<file path="config.mk">
export PLATFORM = sky130hd
export DESIGN_NAME = tx_hardware_configuration_regs
export DESIGN_NICKNAME = d
export VERILOG_FILES = /design/src/tx_hardware_configuration_pkg.sv /design/src/tx_hardware_configuration_regs.sv /design/src/sync_2ff.sv
export VERILOG_INCLUDE_DIRS = /design/src
export SDC_FILE = /design/constraint.sdc
export NUM_CORES = 1
export LEC_CHECK = 0
export ABC_AREA = 1
export ABC_CLOCK_PERIOD_IN_PS = 2700
export BUFFER_PORTS_ARGS = -buffer_cell sky130_fd_sc_hd__buf_2
export CAP_MARGIN = 20
export CORE_MARGIN = 3
export CORE_UTILIZATION = 35
export DETAILED_ROUTE_END_ITERATION = 12
export MAX_ROUTING_LAYER = met4
export PLACE_DENSITY = 0.69
export SLEW_MARGIN = 10
export SYNTH_ARGS = -nofsm -noshare
export SYNTH_HDL_FRONTEND = slang
export SYNTH_SLANG_ARGS = --single-unit
</file>
<file path="constraint.sdc">
create_clock -name CORE_CLK_I -period 2.7 [get_ports CORE_CLK_I]
set_input_delay 0.405 -clock CORE_CLK_I [delete_from_list [all_inputs] [get_ports CORE_CLK_I]]
set_output_delay 0.405 -clock CORE_CLK_I [all_outputs]
set_load 0.01 [all_outputs]
</file>
<file path="src/tx_hardware_configuration_consts.svh">
// offsets, field positions, reset values and timing counts for the transmit control and hardware config registers
// Notes on behaviour
// - writing one to transmit control bit 15 empties the TX status FIFO; bit self-clears.
// - writing one to transmit control bit 14 empties the TX data FIFO; bit self-clears.
// - bit 2 clear suspends transmission on full status FIFO; set lets it continue.
// - status-FIFO-full interrupt event is raised the same whatever bit 2 holds.
// - bit 1 set enables the transmitter to send queued data; resets to zero.
// - device clears transmitter enable once a stop was requested and transmitter halted.
// - bit 0 stops transmitter after current frame; device clears it once stopped.
// - while the stop bit reads one, writes to it are ignored.
// - hardware config bit 29 selects port path byte order, zero little, one big.
// - hardware config bit 28 selects direct-select path byte order, zero little, one big.
// - software reset clears system control registers but keeps the endian selects.
// - read-only bit 24 shows the sampled auto-crossover strap.
// - bits 19..16 give TX allocation in 1KB units, 2 to 14, reset 5.
// - TX status FIFO takes fixed 512 bytes; TX data FIFO takes the rest.
// - RX FIFOs take the leftover memory, 16KB minus the TX allocation.
// - soft reset without running PHY clocks times out and sets read-only bit 1.
// - writing one to hardware config bit 0 starts a soft reset; bit self-clears.
`ifndef TX_HARDWARE_CONFIGURATION_CONSTS_SVH
`define TX_HARDWARE_CONFIGURATION_CONSTS_SVH

`define TX_CTRL_OFFSET 8'h70
`define HARDWARE_CONFIGURATION_OFFSET 8'h74

`define TXC_STATUS_FLUSH_BIT 15
`define TXC_DATA_FLUSH_BIT 14
`define TXC_OVERRUN_ALLOW_BIT 2
`define TXC_ENABLE_BIT 1
`define TXC_STOP_BIT 0

`define HWC_PORT_ENDIAN_BIT 29
`define HWC_DIRECT_ENDIAN_BIT 28
`define HWC_STRAP_BIT 24
`define HWC_MBO_BIT 20
`define HWC_ALLOC_HI 19
`define HWC_ALLOC_LO 16
`define HWC_TIMEOUT_BIT 1
`define HWC_SOFTWARE_RESET_REQUEST_BIT 0

`define ALLOC_RESET 4'h5
`define ALLOC_MIN 4'h2
`define ALLOC_MAX 4'hE

`define TX_STATUS_FIFO_BYTES 15'h0200
`define FIFO_MEM_BYTES 15'h4000

`define CORE_CLK_MHZ 125
`define SOFTWARE_RESET_REQUEST_TIMEOUT_NS 2000
`define SOFTWARE_RESET_REQUEST_TIMEOUT_CYCLES ((`SOFTWARE_RESET_REQUEST_TIMEOUT_NS * `CORE_CLK_MHZ + 999) / 1000)

`endif

</file>
<file path="src/tx_hardware_configuration_pkg.sv">
// types shared by the transmit control and hardware config register bank
`default_nettype none
package tx_hardware_configuration_pkg;
  typedef logic [3:0] alloc_size_t;
  typedef logic [14:0] fifo_bytes_t;
  typedef enum logic [2:0] {
    SR_IDLE = 3'b001,
    SR_WAIT = 3'b010,
    SR_FIRE = 3'b100
  } software_reset_request_state_t;
endpackage
`default_nettype wire

</file>
<file path="src/tx_hardware_configuration_regs.sv">
// transmit control and hardware configuration registers with soft reset sequencer
`include "tx_hardware_configuration_consts.svh"
`default_nettype none
module tx_hardware_configuration_regs #(
  parameter int SOFTWARE_RESET_REQUEST_TIMEOUT_CYCLES = `SOFTWARE_RESET_REQUEST_TIMEOUT_CYCLES
) (
  // clock and reset
  input wire logic CORE_CLK_I,
  input wire logic RESETN_I,
  // register port
  input wire logic [7:0] REG_ADDR_I,
  input wire logic REG_WR_I,
  input wire logic REG_RD_I,
  input wire logic [31:0] REG_WDATA_I,
  output logic [31:0] REG_RDATA_O,
  output logic REG_RVALID_O,
  // transmitter side
  input wire logic TX_HALTED_I,
  input wire logic TX_STATUS_FULL_I,
  output logic TX_ENABLE_O,
  output logic TX_STOP_REQ_O,
  output logic TX_SUSPEND_O,
  output logic TX_STATUS_FULL_EVENT_O,
  output logic TX_STATUS_FLUSH_O,
  output logic TX_DATA_FLUSH_O,
  // fifo configuration
  output logic PORT_PATH_ENDIAN_O,
  output logic DIRECT_PATH_ENDIAN_O,
  output logic MUST_BE_ONE_O,
  output tx_hardware_configuration_pkg::fifo_bytes_t TX_DATA_FIFO_BYTES_O,
  output tx_hardware_configuration_pkg::fifo_bytes_t TX_STATUS_FIFO_BYTES_O,
  output tx_hardware_configuration_pkg::fifo_bytes_t RX_FIFO_BYTES_O,
  // pins and soft reset
  input wire logic AUTO_CROSSOVER_STRAP_I,
  input wire logic PHY_CLKS_RUNNING_I,
  output logic SOFT_RESET_O
);
  import tx_hardware_configuration_pkg::*;

  localparam int TMO_W = 16;
  localparam logic [TMO_W-1:0] TMO_LAST = TMO_W'(SOFTWARE_RESET_REQUEST_TIMEOUT_CYCLES - 1);

  // synchronised pins
  logic [1:0] pins_sync;
  logic strap_sync;
  logic phy_clks_run;

  sync_2ff #(
    .WIDTH(2)
  ) u_pin_sync (
    .clk_i(CORE_CLK_I),
    .rst_n_i(RESETN_I),
    .d_i({AUTO_CROSSOVER_STRAP_I, PHY_CLKS_RUNNING_I}),
    .q_o(pins_sync)
  );

  assign strap_sync = pins_sync[1];
  assign phy_clks_run = pins_sync[0];

  // register state
  logic stop_tx;
  logic tx_enable;
  logic overrun_allow;
  logic status_flush;
  logic data_flush;
  logic suspend;
  logic full_d;
  logic full_event;
  logic port_path_endian;
  logic direct_path_endian;
  logic must_be_one;
  alloc_size_t tx_allocation_size;
  logic auto_crossover_strap;
  logic [1:0] strap_wait;
  logic soft_reset_timeout;
  software_reset_request_state_t software_reset_request_state;
  software_reset_request_state_t next_software_reset_request_state;
  logic [TMO_W-1:0] tmo_cnt;
  logic [TMO_W-1:0] next_tmo_cnt;
  fifo_bytes_t tx_total_bytes;
  fifo_bytes_t tx_data_bytes;
  fifo_bytes_t rx_bytes;
  logic [31:0] rdata;
  logic rvalid;

  // decode
  wire wr_tx = REG_WR_I && (REG_ADDR_I == `TX_CTRL_OFFSET);
  wire wr_hw = REG_WR_I && (REG_ADDR_I == `HARDWARE_CONFIGURATION_OFFSET);
  wire rd_tx = REG_ADDR_I == `TX_CTRL_OFFSET;
  wire rd_hw = REG_ADDR_I == `HARDWARE_CONFIGURATION_OFFSET;
  wire [3:0] wr_alloc = REG_WDATA_I[`HWC_ALLOC_HI:`HWC_ALLOC_LO];
  wire alloc_ok = (wr_alloc >= `ALLOC_MIN) && (wr_alloc <= `ALLOC_MAX);
  wire soft_rst = software_reset_request_state == SR_FIRE;
  wire software_reset_request_busy = software_reset_request_state != SR_IDLE;
  wire software_reset_request_start = wr_hw && REG_WDATA_I[`HWC_SOFTWARE_RESET_REQUEST_BIT] && !software_reset_request_busy;
  wire halt_done = stop_tx && TX_HALTED_I;
  wire stop_accept = wr_tx && !stop_tx;

  // reserved fields and self-clearing flush bits read as zero
  wire [31:0] tx_cfg_read = {16'h0000, 2'b00, 11'h000, overrun_allow, tx_enable, stop_tx};
  wire [31:0] hardware_configuration_read = {2'b00, port_path_endian, direct_path_endian, 3'b000, auto_crossover_strap,
                             3'b000, must_be_one, tx_allocation_size, 14'h0000,
                             soft_reset_timeout, software_reset_request_busy};
  wire [31:0] read_mux = rd_tx ? tx_cfg_read : (rd_hw ? hardware_configuration_read : 32'h0000_0000);

  // transmit control: a halt seen together with a write drops the write
  always_ff @(posedge CORE_CLK_I or negedge RESETN_I) begin
    if (!RESETN_I) begin
      stop_tx <= 1'b0;
      tx_enable <= 1'b0;
      overrun_allow <= 1'b0;
    end else if (soft_rst) begin
      stop_tx <= 1'b0;
      tx_enable <= 1'b0;
      overrun_allow <= 1'b0;
    end else if (halt_done) begin
      stop_tx <= 1'b0;
      tx_enable <= 1'b0;
    end else if (wr_tx) begin
      tx_enable <= REG_WDATA_I[`TXC_ENABLE_BIT];
      overrun_allow <= REG_WDATA_I[`TXC_OVERRUN_ALLOW_BIT];
      if (stop_accept) begin
        stop_tx <= REG_WDATA_I[`TXC_STOP_BIT];
      end
    end
  end

  // flush strobes and status-full handling
  always_ff @(posedge CORE_CLK_I or negedge RESETN_I) begin
    if (!RESETN_I) begin
      status_flush <= 1'b0;
      data_flush <= 1'b0;
      suspend <= 1'b0;
      full_d <= 1'b0;
      full_event <= 1'b0;
    end else begin
      status_flush <= wr_tx && REG_WDATA_I[`TXC_STATUS_FLUSH_BIT];
      data_flush <= wr_tx && REG_WDATA_I[`TXC_DATA_FLUSH_BIT];
      suspend <= TX_STATUS_FULL_I && !overrun_allow;
      full_d <= TX_STATUS_FULL_I;
      full_event <= TX_STATUS_FULL_I && !full_d;
    end
  end

  // endian selects survive soft reset
  always_ff @(posedge CORE_CLK_I or negedge RESETN_I) begin
    if (!RESETN_I) begin
      port_path_endian <= 1'b0;
      direct_path_endian <= 1'b0;
    end else if (wr_hw) begin
      port_path_endian <= REG_WDATA_I[`HWC_PORT_ENDIAN_BIT];
      direct_path_endian <= REG_WDATA_I[`HWC_DIRECT_ENDIAN_BIT];
    end
  end

  // reserved allocation codes are dropped so the split never goes out of range
  always_ff @(posedge CORE_CLK_I or negedge RESETN_I) begin
    if (!RESETN_I) begin
      must_be_one <= 1'b0;
      tx_allocation_size <= `ALLOC_RESET;
    end else if (soft_rst) begin
      must_be_one <= 1'b0;
      tx_allocation_size <= `ALLOC_RESET;
    end else if (wr_hw) begin
      must_be_one <= REG_WDATA_I[`HWC_MBO_BIT];
      if (alloc_ok) begin
        tx_allocation_size <= wr_alloc;
      end
    end
  end

  // fifo split
  assign tx_total_bytes = {1'b0, tx_allocation_size, 10'h000};
  assign tx_data_bytes = tx_total_bytes - `TX_STATUS_FIFO_BYTES;
  assign rx_bytes = `FIFO_MEM_BYTES - tx_total_bytes;

  always_ff @(posedge CORE_CLK_I or negedge RESETN_I) begin
    if (!RESETN_I) begin
      TX_DATA_FIFO_BYTES_O <= 15'h0000;
      TX_STATUS_FIFO_BYTES_O <= 15'h0000;
      RX_FIFO_BYTES_O <= 15'h0000;
    end else begin
      TX_DATA_FIFO_BYTES_O <= tx_data_bytes;
      TX_STATUS_FIFO_BYTES_O <= `TX_STATUS_FIFO_BYTES;
      RX_FIFO_BYTES_O <= rx_bytes;
    end
  end

  // strap caught once, after the synchroniser has filled following reset release
  always_ff @(posedge CORE_CLK_I or negedge RESETN_I) begin
    if (!RESETN_I) begin
      strap_wait <= 2'h0;
      auto_crossover_strap <= 1'b0;
    end else if (strap_wait != 2'h3) begin
      strap_wait <= strap_wait + 2'h1;
      if (strap_wait == 2'h2) begin
        auto_crossover_strap <= strap_sync;
      end
    end
  end

  // soft reset sequencer
  always_comb begin
    next_software_reset_request_state = software_reset_request_state;
    next_tmo_cnt = tmo_cnt;
    case (software_reset_request_state)
      SR_IDLE: begin
        next_tmo_cnt = '0;
        if (software_reset_request_start) begin
          next_software_reset_request_state = SR_WAIT;
        end
      end
      SR_WAIT: begin
        if (phy_clks_run) begin
          next_software_reset_request_state = SR_FIRE;
        end else if (tmo_cnt == TMO_LAST) begin
          next_software_reset_request_state = SR_IDLE;
        end else begin
          next_tmo_cnt = tmo_cnt + TMO_W'(1);
        end
      end
      SR_FIRE: begin
        next_software_reset_request_state = SR_IDLE;
      end
      default: begin
        next_software_reset_request_state = SR_IDLE;
      end
    endcase
  end

  wire tmo_hit = (software_reset_request_state == SR_WAIT) && !phy_clks_run && (tmo_cnt == TMO_LAST);

  always_ff @(posedge CORE_CLK_I or negedge RESETN_I) begin
    if (!RESETN_I) begin
      software_reset_request_state <= SR_IDLE;
      tmo_cnt <= '0;
      soft_reset_timeout <= 1'b0;
    end else begin
      software_reset_request_state <= next_software_reset_request_state;
      tmo_cnt <= next_tmo_cnt;
      if (tmo_hit) begin
        soft_reset_timeout <= 1'b1;
      end else if (software_reset_request_start) begin
        soft_reset_timeout <= 1'b0;
      end
    end
  end

  // read port
  always_ff @(posedge CORE_CLK_I or negedge RESETN_I) begin
    if (!RESETN_I) begin
      rdata <= 32'h0000_0000;
      rvalid <= 1'b0;
    end else begin
      rvalid <= REG_RD_I;
      if (REG_RD_I) begin
        rdata <= read_mux;
      end
    end
  end

  assign REG_RDATA_O = rdata;
  assign REG_RVALID_O = rvalid;
  assign TX_ENABLE_O = tx_enable;
  assign TX_STOP_REQ_O = stop_tx;
  assign TX_SUSPEND_O = suspend;
  assign TX_STATUS_FULL_EVENT_O = full_event;
  assign TX_STATUS_FLUSH_O = status_flush;
  assign TX_DATA_FLUSH_O = data_flush;
  assign PORT_PATH_ENDIAN_O = port_path_endian;
  assign DIRECT_PATH_ENDIAN_O = direct_path_endian;
  assign MUST_BE_ONE_O = must_be_one;
  assign SOFT_RESET_O = soft_rst;
endmodule
`default_nettype wire

</file>
<file path="src/sync_2ff.sv">
// two flip-flop synchroniser for pin-level inputs
`default_nettype none
module sync_2ff #(
  parameter int WIDTH = 1
) (
  input wire logic clk_i,
  input wire logic rst_n_i,
  input wire logic [WIDTH-1:0] d_i,
  output logic [WIDTH-1:0] q_o
);
  logic [WIDTH-1:0] meta;

  always_ff @(posedge clk_i or negedge rst_n_i) begin
    if (!rst_n_i) begin
      meta <= '0;
      q_o <= '0;
    end else begin
      meta <= d_i;
      q_o <= meta;
    end
  end
endmodule
`default_nettype wire

</file>
### Yosys cells after proc, flatten, opt, wreduce, memory -nomap -nowiden

Index checks and enable logic that the tools add are counted.

* word-level logic and storage cells: 101
* output and inout port bits: 88
* flip-flop bits (word level): 106
* input port bits: 48

* mux-type cells: 26
* $add $sub $neg: 4
* reduce and logical (&&, ||, !) cells: 31
* equal/unequal tests: 14
* magnitude comparators: 2

Operators by type and width (count)
* 30-bit 2-to-1 mux: 2
* 16-bit 2-to-1 mux: 2
* 16-bit one-hot mux with 2 select lines: 1
* 16-bit by 1-bit adder with 16-bit output, second input constant: 1
* 16-bit by 8-bit equality test with 1-bit output, second input constant: 1
* 8-bit by 7-bit equality test with 1-bit output, second input constant: 2
* 14-bit by 10-bit subtractor with 15-bit output, second input constant: 1
* 15-bit by 14-bit subtractor with 15-bit output, first input constant: 1
* 1-bit 2-to-1 mux: 14
* 1-bit logical AND: 13
* 4-bit 2-to-1 mux: 3
* 2-bit != test, second input constant: 5
* 2-bit AND reduction: 5
* 2-bit nonzero test: 5
* 3-bit 2-to-1 mux: 3
* 3-bit one-hot mux with 2 select lines: 1
* 3-bit nonzero test: 2
* 1-bit zero test: 5
* 4-bit by 2-bit greater-or-equal comparator with 1-bit output, second input constant: 1
* 4-bit <= comparator, second input constant: 1
* 3-bit by 1-bit equality test with 1-bit output, second input constant: 1
* 3-bit by 2-bit equality test with 1-bit output, second input constant: 1
* 3-bit equality test, second input constant: 1
* 3-bit by 1-bit != test with 1-bit output, second input constant: 1
* other kinds (4): 4

### Logic depth before layout (Yosys ltp)

Gate-level depths: netlist of run 1.

* depth after elaboration: 7
* gate-level depth with buffers: 9
* mapped depth without buffers: 9

### By module

Synthesis of run 1 repeated with hierarchy kept, for this count alone.

* cells, all modules: 405
* area total of the unflattened synthesis: 3424.5 µm²

Modules (own cells, without submodules)
* tx_hardware_configuration_regs: times used 1, cells an instance 401, area each 3324.4 µm²
* sync_2ff: times used 1, cells an instance 4, area each 100.1 µm²

### Worst setup path after synthesis of run 1

OpenSTA, ideal clock, no wires.

* kind: register to register
* start point: reg tmo_cnt[1]
* end point: reg tmo_cnt[4]
* data arrival time: 1.277 ns
* cell stages (with the launch flop): 10
* period minus slack after synthesis: 1.393 ns
* required time: 2.583 ns
* setup slack: 1.307 ns
* path buffers: 0
* cell sequence: dfrtp_1 > inv_1 > ha_1 > nand3_1 > nor2_8 > nand2_4 > nand2_8 > nand2_2 > nand2_1 > nand2_1

* word-level cells in the longest chain between the ends: 4
* elaborated cells between the ends (all ways): 7
* classes of those cells: 1 x add/sub; 2 x eq/ne; 3 x mux; 1 x reduce/logical

RTL lines
* from (decl): line tx_hardware_configuration_regs.sv:78 `logic [TMO_W-1:0] tmo_cnt;`
* from (signal assigned): line tx_hardware_configuration_regs.sv:240 `tmo_cnt <= next_tmo_cnt;`
* 16-bit by 1-bit adder with 16-bit output: line tx_hardware_configuration_regs.sv:219 `next_tmo_cnt = tmo_cnt + TMO_W'(1);`
* 16-bit 2-to-1 mux: line tx_hardware_configuration_regs.sv:216 `end else if (tmo_cnt == TMO_LAST) begin`
* 16-bit 2-to-1 mux: line tx_hardware_configuration_regs.sv:214 `if (phy_clks_run) begin`
* 16-bit one-hot mux with 2 select lines: line tx_hardware_configuration_regs.sv:206 `case (software_reset_request_state)`

Parallel ways exist; a longest one is shown, timed or not. The select of a mux whose other input is x is not followed.
A chain may end at the register's enable or synchronous reset.

### Worst setup path after layout of run 1

* start point: reg software_reset_request_state[0]
* end point: reg tmo_cnt[6]

* word-level cells in the longest chain between the ends: 3
* elaborated cells between the ends (all ways): 7
* classes of those cells: 4 x eq/ne; 1 x mux; 2 x reduce/logical

RTL lines
* from (decl): line tx_hardware_configuration_regs.sv:76 `software_reset_request_state_t software_reset_request_state;`
* from (signal assigned): line tx_hardware_configuration_regs.sv:239 `software_reset_request_state <= next_software_reset_request_state;`
* 3-bit by 2-bit equality test with 1-bit output / 3-bit by 1-bit equality test with 1-bit output (equally long branches): line tx_hardware_configuration_regs.sv:206
* 2-bit != test (no line) / 2-bit nonzero test (equally long branches)
* 3-bit AND reduction (no line)

Parallel ways exist; a longest one is shown, timed or not.

==> results by group, run 1 <==
GRT
  • Global-route wire length before repair: 10600 um
  • Largest net degree at the start of global routing: 46
  • Grt ovf: 0
  • Vias in the first global route: ~2300
  • Initial antenna violation count: 0
  • All-layer global routing usage: 0.122

Hold path
  • Worst hold path type: input pin to flop
  • Hold path cells: 1

Power
  • LEAKAGE: roughly 0.0022 uW
  • Worst VDD drop: 0.274 mV
  • Power Density: around 550 nW/um^2

Timing
  • Final WS setup: 0.976 ns
  • Clock Skews: a little over 0.01 ns
  • Fin crit period: 1.72 ns
  • Final Cycle Share: 0.639
  • Final-report max-slew violation count: 0
  • Worst-Margin Slew: about 0.95 ns
  • Unrepaired setup endpoints after global routing: no
  • Setup_tns: 0 ns
  • Hold WS: roughly 0.17 ns
  • Relative slew slack: 0.366
  • Maximum achievable frequency: between 500 and 600 MHz
  • Setup-failing EPs final: 0
  • Hold Fails Final Rpt: 0

Floorplan
  • Initial core utilization: 0.360
  • Die Height: around 110 um
  • Die W: 107 um
  • Core Footprint: a little under 10000 sq um
  • # IOs: ~140
  • Die area: about 11000 sq um
  • Row cnt: 36

Clock tree
  • CTS clk-pin slew, worst paths: roughly 0.07 ns
  • CTS Hold Bufs: 0
  • Skew-Pair Late Insertion Delay: about 0.34 ns
  • Post-CTS setup buffer count: 0
  • Maximum clock insertion buffer count: 2
  • CTS resizes: 0
  • CTS buffer count: 9
  • CTS Sinks: 65
  • TritonCTS clock tree: yes
  • Root Buffer: clkbuf_8
  • H-tree Lvls: 3

Worst setup path
  • Crit-path max FO: 20
  • Crit path DAT: about 2.0 ns
  • Worst-case reg-to-reg path depth: 4
  • Critical path type: flop to flop
  • Startpoint types: flop
  • Data required time of the critical path: between 2 and 3 ns
  • Reg2reg setup slack: 0.98 ns
  • Worst Setup End Kind: flop

Place
  • PortBufs: 61
  • DPL Wire Length: approximately 5200 um
  • Routability cong.: 0.853
  • Dpl ws: 0.939 ns

Synth
  • Synth unique cells: 37
  • Synth warn: 0
  • Gate Count Post-Synth: 420
  • Flop and latch count out of synthesis: between 60 and 70
  • Mapped Area: roughly 3500 sq um
  • Seq/Total Area, Yosys: 0.461
  • Avg Cell Area, Syn: 8.43 sq um

Routing
  • Vias per cell: 4.28
  • Via count: about 2700
  • Post-DRT Antenna Nets: 0
  • Routed WL per cell: between 10 and 15 um
  • Drt total wl: around 6700 um
  • Pre-antenna DRT Iters: 4
  • Drc violations: 0
  • Initial DRC Count: 106

Finish
  • Area delta synth->final: 13.4%
  • Ant diodes: 0
  • Layout cell share with drive strength beyond 1: 0.217
  • Nets: roughly 540
  • Most common cell after layout, fill and taps aside: nand2_1
  • # fillers: 1015
  • Most frequent cells in the layout: nand2_1, dfrtp_1, buf_2, conb_1, nand3_1

Flow run
  • Max Cap Viol: 0

Run status
  • Status: completed
## worst max-delay path, stage by stage, from the launching register on
cell and delay, ns:
dfstp_2 0.54, nand3_1 0.57, nand2_2 0.39, nand2_1 0.08
nand2_1 0.08
## stage by stage
stage / area, sq um / power [uW] / std cells / util
5_1_grt: 4020 / 2300 / 626 / 0.409
2_1_floorplan: 3740 / 1250 / 473 / -
4_1_cts: 4020 / 2220 / 626 / 0.409
3_5_place_dp: 3790 / 1290 / 610 / 0.386
6_report: 4020 / 2190 / 626 / 0.409
3_3_place_gp: 3790 / 1280 / 610 / 0.386
## Yosys cell counts
| cell type | instances | area (sq um) |
|---|---|---|
| nand2_2 | 3 | 18.8 |
| dfstp_2 | 3 | 78.8 |
| nand2_8 | 1 | 20.0 |
| clkinv_1 | 1 | 3.75 |
| buf_6 | 1 | 11.3 |
| o21ai_0 | 3 | 15.0 |
| nand3_2 | 2 | 20.0 |
| nand3_1 | 44 | 220 |
| nand3_4 | 1 | 17.5 |
| o21bai_1 | 1 | 7.51 |
| nor3b_1 | 1 | 7.51 |
| dfrtp_1 | 62 | 1550 |
| nor2_4 | 1 | 11.3 |
| o31ai_1 | 10 | 75.1 |
| buf_4 | 55 | 413 |
| or2_0 | 1 | 6.26 |
| nor3_4 | 1 | 16.3 |
| or2_2 | 1 | 6.26 |
| nand2_4 | 2 | 22.5 |
| or2_1 | 3 | 18.8 |
| inv_1 | 38 | 143 |
| nand2_1 | 104 | 390 |
| nor2_1 | 37 | 139 |
| conb_1 | 2 | 7.51 |
| o21ai_1 | 6 | 30.0 |
| a21boi_2 | 1 | 11.3 |
| inv_2 | 8 | 30.0 |
| a31oi_1 | 2 | 12.5 |
| nor2_2 | 1 | 6.26 |
| clkbuf_1 | 1 | 3.75 |
| nor2_8 | 2 | 40.0 |
| nor3_2 | 1 | 10.0 |
| ha_1 | 6 | 75.1 |
| xor2_1 | 3 | 26.3 |
| xnor2_1 | 3 | 26.3 |
| buf_2 | 2 | 10.0 |
| nand4_1 | 6 | 37.5 |
## where the power goes
part	switching [uW]	internal, uW	total, uW
clock network	378	548	925
registers	22.1	1020	1050
logic	150	68.1	218
## layout make-up
cell class,count,area [sq um],share of cell area
Clock buffer,10,138,0.0343
Clock inverter,6,90.1,0.0224
Sequential cell,65,1630,0.406
Multi-Input combinational cell,302,1490,0.372
Inverter,47,176,0.0439
Timing Repair Buffer,63,320,0.0798
Tap cell,133,166,0.0414
## metal layers
metal | GRT usage | part of all wire | up-vias
li1 | - | - | 1346
met1 | 0.139 | 0.43 | 1241
met2 | 0.200 | 0.49 | 81
met3 | 0.0504 | 0.069 | 9
met4 | 0.0338 | 0.0087 | 0
met5 | - | 0 | -
## state kept, by name, indices dropped and copies added (netlist names), 2 cells and up
name / cells
REG_RDATA_O: 11
RX_FIFO_BYTES_O: 5
TX_DATA_FIFO_BYTES_O: 6
software_reset_request_state: 3
strap_wait: 2
tmo_cnt: 16
tx_allocation_size: 4
u_pin_sync.meta: 2
u_pin_sync.q_o: 2
## cell families (layout without fill, tap and decap cells)
kind of cell             count (synthesis)  count (layout)  synth area share
AO/OA/AOI/OAI                           23              23            0.0428
XOR/XNOR                                 6               6            0.0148
adder cells (fa/ha/maj)                  6               6            0.0212
buffers and inverters                  106             126             0.174
flip-flops                              65              65             0.461
other                                    2              55           0.00212
AND/OR/NAND/NOR                        212             212             0.285
## worst paths after layout
check / to / startpoint
setup / recovery: tmo_cnt[6] / software_reset_request_state[0]
hold / removal: u_pin_sync.meta[0] / PHY_CLKS_RUNNING_I
setup reg to reg: tmo_cnt[6] / software_reset_request_state[0]
hold reg to reg: u_pin_sync.q_o[0] / u_pin_sync.meta[0]
max in group asynchronous: soft_reset_timeout / RESETN_I
min in group asynchronous: TX_DATA_FIFO_BYTES_O[10] / RESETN_I
Note: power is estimated with default switching activity, not from simulation.
==> run 2: changes to the inputs <==
--- a/config.mk
+++ b/config.mk
@@ -7,7 +7,7 @@
 export NUM_CORES = 1
 export LEC_CHECK = 0
 export ABC_AREA = 1
-export ABC_CLOCK_PERIOD_IN_PS = 2700
+export ABC_CLOCK_PERIOD_IN_PS = 1700
 export BUFFER_PORTS_ARGS = -buffer_cell sky130_fd_sc_hd__buf_2
 export CAP_MARGIN = 20
 export CORE_MARGIN = 3
==> constraint.sdc (replaced) <==
create_clock -name CORE_CLK_I -period 1.7 [get_ports CORE_CLK_I]
set_input_delay 0.255 -clock CORE_CLK_I [delete_from_list [all_inputs] [get_ports CORE_CLK_I]]
set_output_delay 0.255 -clock CORE_CLK_I [all_outputs]
set_load 0.01 [all_outputs]
==> run 2 against run 1 <==
Net effect: wire length increased by 1.9%; non-clock buffer count increased by 4; cell count increased by 0.64%; global-route usage increased by 0.19 points; largest power group unchanged.
==> results by group, run 2 (synthesized netlist as in run 1, its figures left out) <==
Run status
  • Status: completed

Worst setup path
  • Worst-case reg-to-reg path depth: 9
  • Crit-path max FO: 19
  • Crit path DAT: about 1.8 ns
  • Critical path type: flop to flop
  • Startpoint types: flop
  • Data required time of the critical path: 1.93 ns
  • Worst Setup End Kind: flop

Timing
  • Worst-Margin Slew: about 0.55 ns
  • Relative slew slack: 0.632
  • Final Cycle Share: 0.910
  • Fin crit period: around 1.5 ns
  • Hold WS: approximately 0.025 ns
  • Hold Fails Final Rpt: 0
  • Final-report max-slew violation count: 0
  • Setup-failing EPs final: 0
  • Maximum achievable frequency: 647 MHz
  • Clock Skews: approximately 0.0083 ns

Finish
  • Max reg flops: 16
  • Finished Cell Area: slightly above 4000 sq um
  • # fillers: 1011
  • Register Area: ~1600 sq um
  • Layout cell share with drive strength beyond 1: 0.223
  • Footprint of the multi-input gates: 1500 sq um
  • Area delta synth->final: 15.0%
  • Nets: between 500 and 600
  • Most frequent cells in the layout: nand2_1, dfrtp_1, buf_2, conb_1, nand3_1
  • Largest register by flop count: tmo_cnt
  • Most common cell after layout, fill and taps aside: nand2_1
  • Ant diodes: 0

Floorplan
  • Core Footprint: around 10000 sq um
  • # IOs: between 100 and 150
  • Die W: 107 um
  • Row cnt: 36
  • Initial core utilization: 0.360
  • Die area: approximately 11000 sq um
  • Die Height: 107 um

Clock tree
  • Maximum clock insertion buffer count: 2
  • CTS buffer count: 9
  • H-tree Lvls: 3
  • Root Buffer: clkbuf_8
  • CTS Sinks: 65
  • TritonCTS clock tree: yes
  • Skew-Pair Late Insertion Delay: roughly 0.34 ns
  • CTS clk-pin slew, worst paths: around 0.07 ns

Routing
  • Routed WL per cell: approximately 11 um
  • Drt total wl: slightly below 7000 um
  • Via count: ~2700
  • Pre-antenna DRT Iters: 4
  • Initial DRC Count: 110
  • Vias per cell: between 4 and 5
  • Post-DRT Antenna Nets: 0
  • Drc violations: 0

Power
  • Combinational power share: 0.103
  • Sw frac: 0.253
  • Power Density: 860 nW/um^2
  • LEAKAGE: 0.00219 uW
  • Clock power share: 0.422
  • P_sw: 884 uW
  • Part of the power in registers: 0.475
  • Internal Dissipation: ~2600 uW
  • Worst VDD drop: 0.342 mV

Place
  • DP Area: 3820 sq um
  • PortBufs: about 60
  • Routability cong.: roughly 0.85
  • DPL Wire Length: roughly 5400 um

GRT
  • Global-route wire length before repair: between 10000 and 15000 um
  • Vias in the first global route: approximately 2300
  • Grt ovf: 0
  • Largest net degree at the start of global routing: 28
  • All-layer global routing usage: 0.124
  • Initial antenna violation count: 0

Hold path
  • Worst hold path type: input pin to flop
  • Hold path cells: 1

Flow run
  • Max Cap Viol: 0
run 2: cell types whose count changed in the layout (fill, tap and decap cells not counted):
cell	before	now
nand3_2	2	3
nand2_2	3	2
nand2_4	2	3
nand3_1	44	43
buf_4	2	4
dlygate4sd3_1	0	1
buf_12	0	1
run 2: layout make-up:
cell class | count | share of cell area
tap | 133 | 0.0409
inverter | 47 | 0.0433
sequential | 65 | 0.401
timing repair buffer | 67 | 0.0898
multi-input combinational | 302 | 0.370
clock inverter | 6 | 0.0221
clock buffer | 10 | 0.0338
run 2: through the flow:
step | setup TNS [ns] | std cells | util | power [uW] | setup slack [ns]
floorplan | 0 | 473 | - | 1980 | 0.307
global placement | 0 | 613 | 0.389 | 2040 | 0.135
detailed placement | 0 | 613 | 0.389 | 2050 | 0.0825
CTS | 0 | 630 | 0.413 | 3550 | 0.0637
global route | -0.00668 | 630 | 0.415 | 3680 | -0.00441
finish | 0 | 630 | 0.415 | 3500 | 0.154
run 2: metal layers:
metal / wire (um) / GRT usage / part of all wire
met1: 2860 / 0.148 / 0.42
met2: 3340 / 0.195 / 0.49
met3: 518 / 0.0498 / 0.076
met4: 86 / 0.0356 / 0.013
met5: 0 / - / 0
run 2: critical path, cell delays in order (launching register included):
cell and delay, ns:
dfrtp_1 0.43, inv_1 0.08, ha_1 0.19, nand3_2 0.14, nor2_8 0.16, nand2_4 0.08
nand2_8 0.13, nand2_4 0.10, nand2_1 0.08, nand2_1 0.05
run 2: worst paths after layout:
check	slack, ns	to	start
setup / recovery	0.15	tmo_cnt[5]	tmo_cnt[1]
hold / removal	0.02	u_pin_sync.meta[0]	PHY_CLKS_RUNNING_I
setup reg to reg	0.15	tmo_cnt[5]	tmo_cnt[1]
hold reg to reg	0.35	u_pin_sync.q_o[0]	u_pin_sync.meta[0]
max in group asynchronous	0.72	tmo_cnt[1]	RESETN_I
min in group asynchronous	0.43	TX_DATA_FIFO_BYTES_O[10]	RESETN_I
run 2: power groups by stage:
| stage | sequential, uW | combinational (uW) | clock, uW |
|---|---|---|---|
| global route | 1670 | 408 | 1600 |
| finish | 1660 | 360 | 1480 |
| CTS | 1660 | 363 | 1520 |
| floorplan | 1720 | 257 | 0 |
| detailed placement | 1690 | 360 | 0 |
| global placement | 1690 | 354 | 0 |
run 2: timing repair:
item / 4_1_cts / 5_1_grt
setup buffers: 0 / 0
hold buffers: 1 / 0
endpoints found under the setup margin: 0 / 8
resized for setup: 0 / 2
hold endpoints to repair: 18 / 0
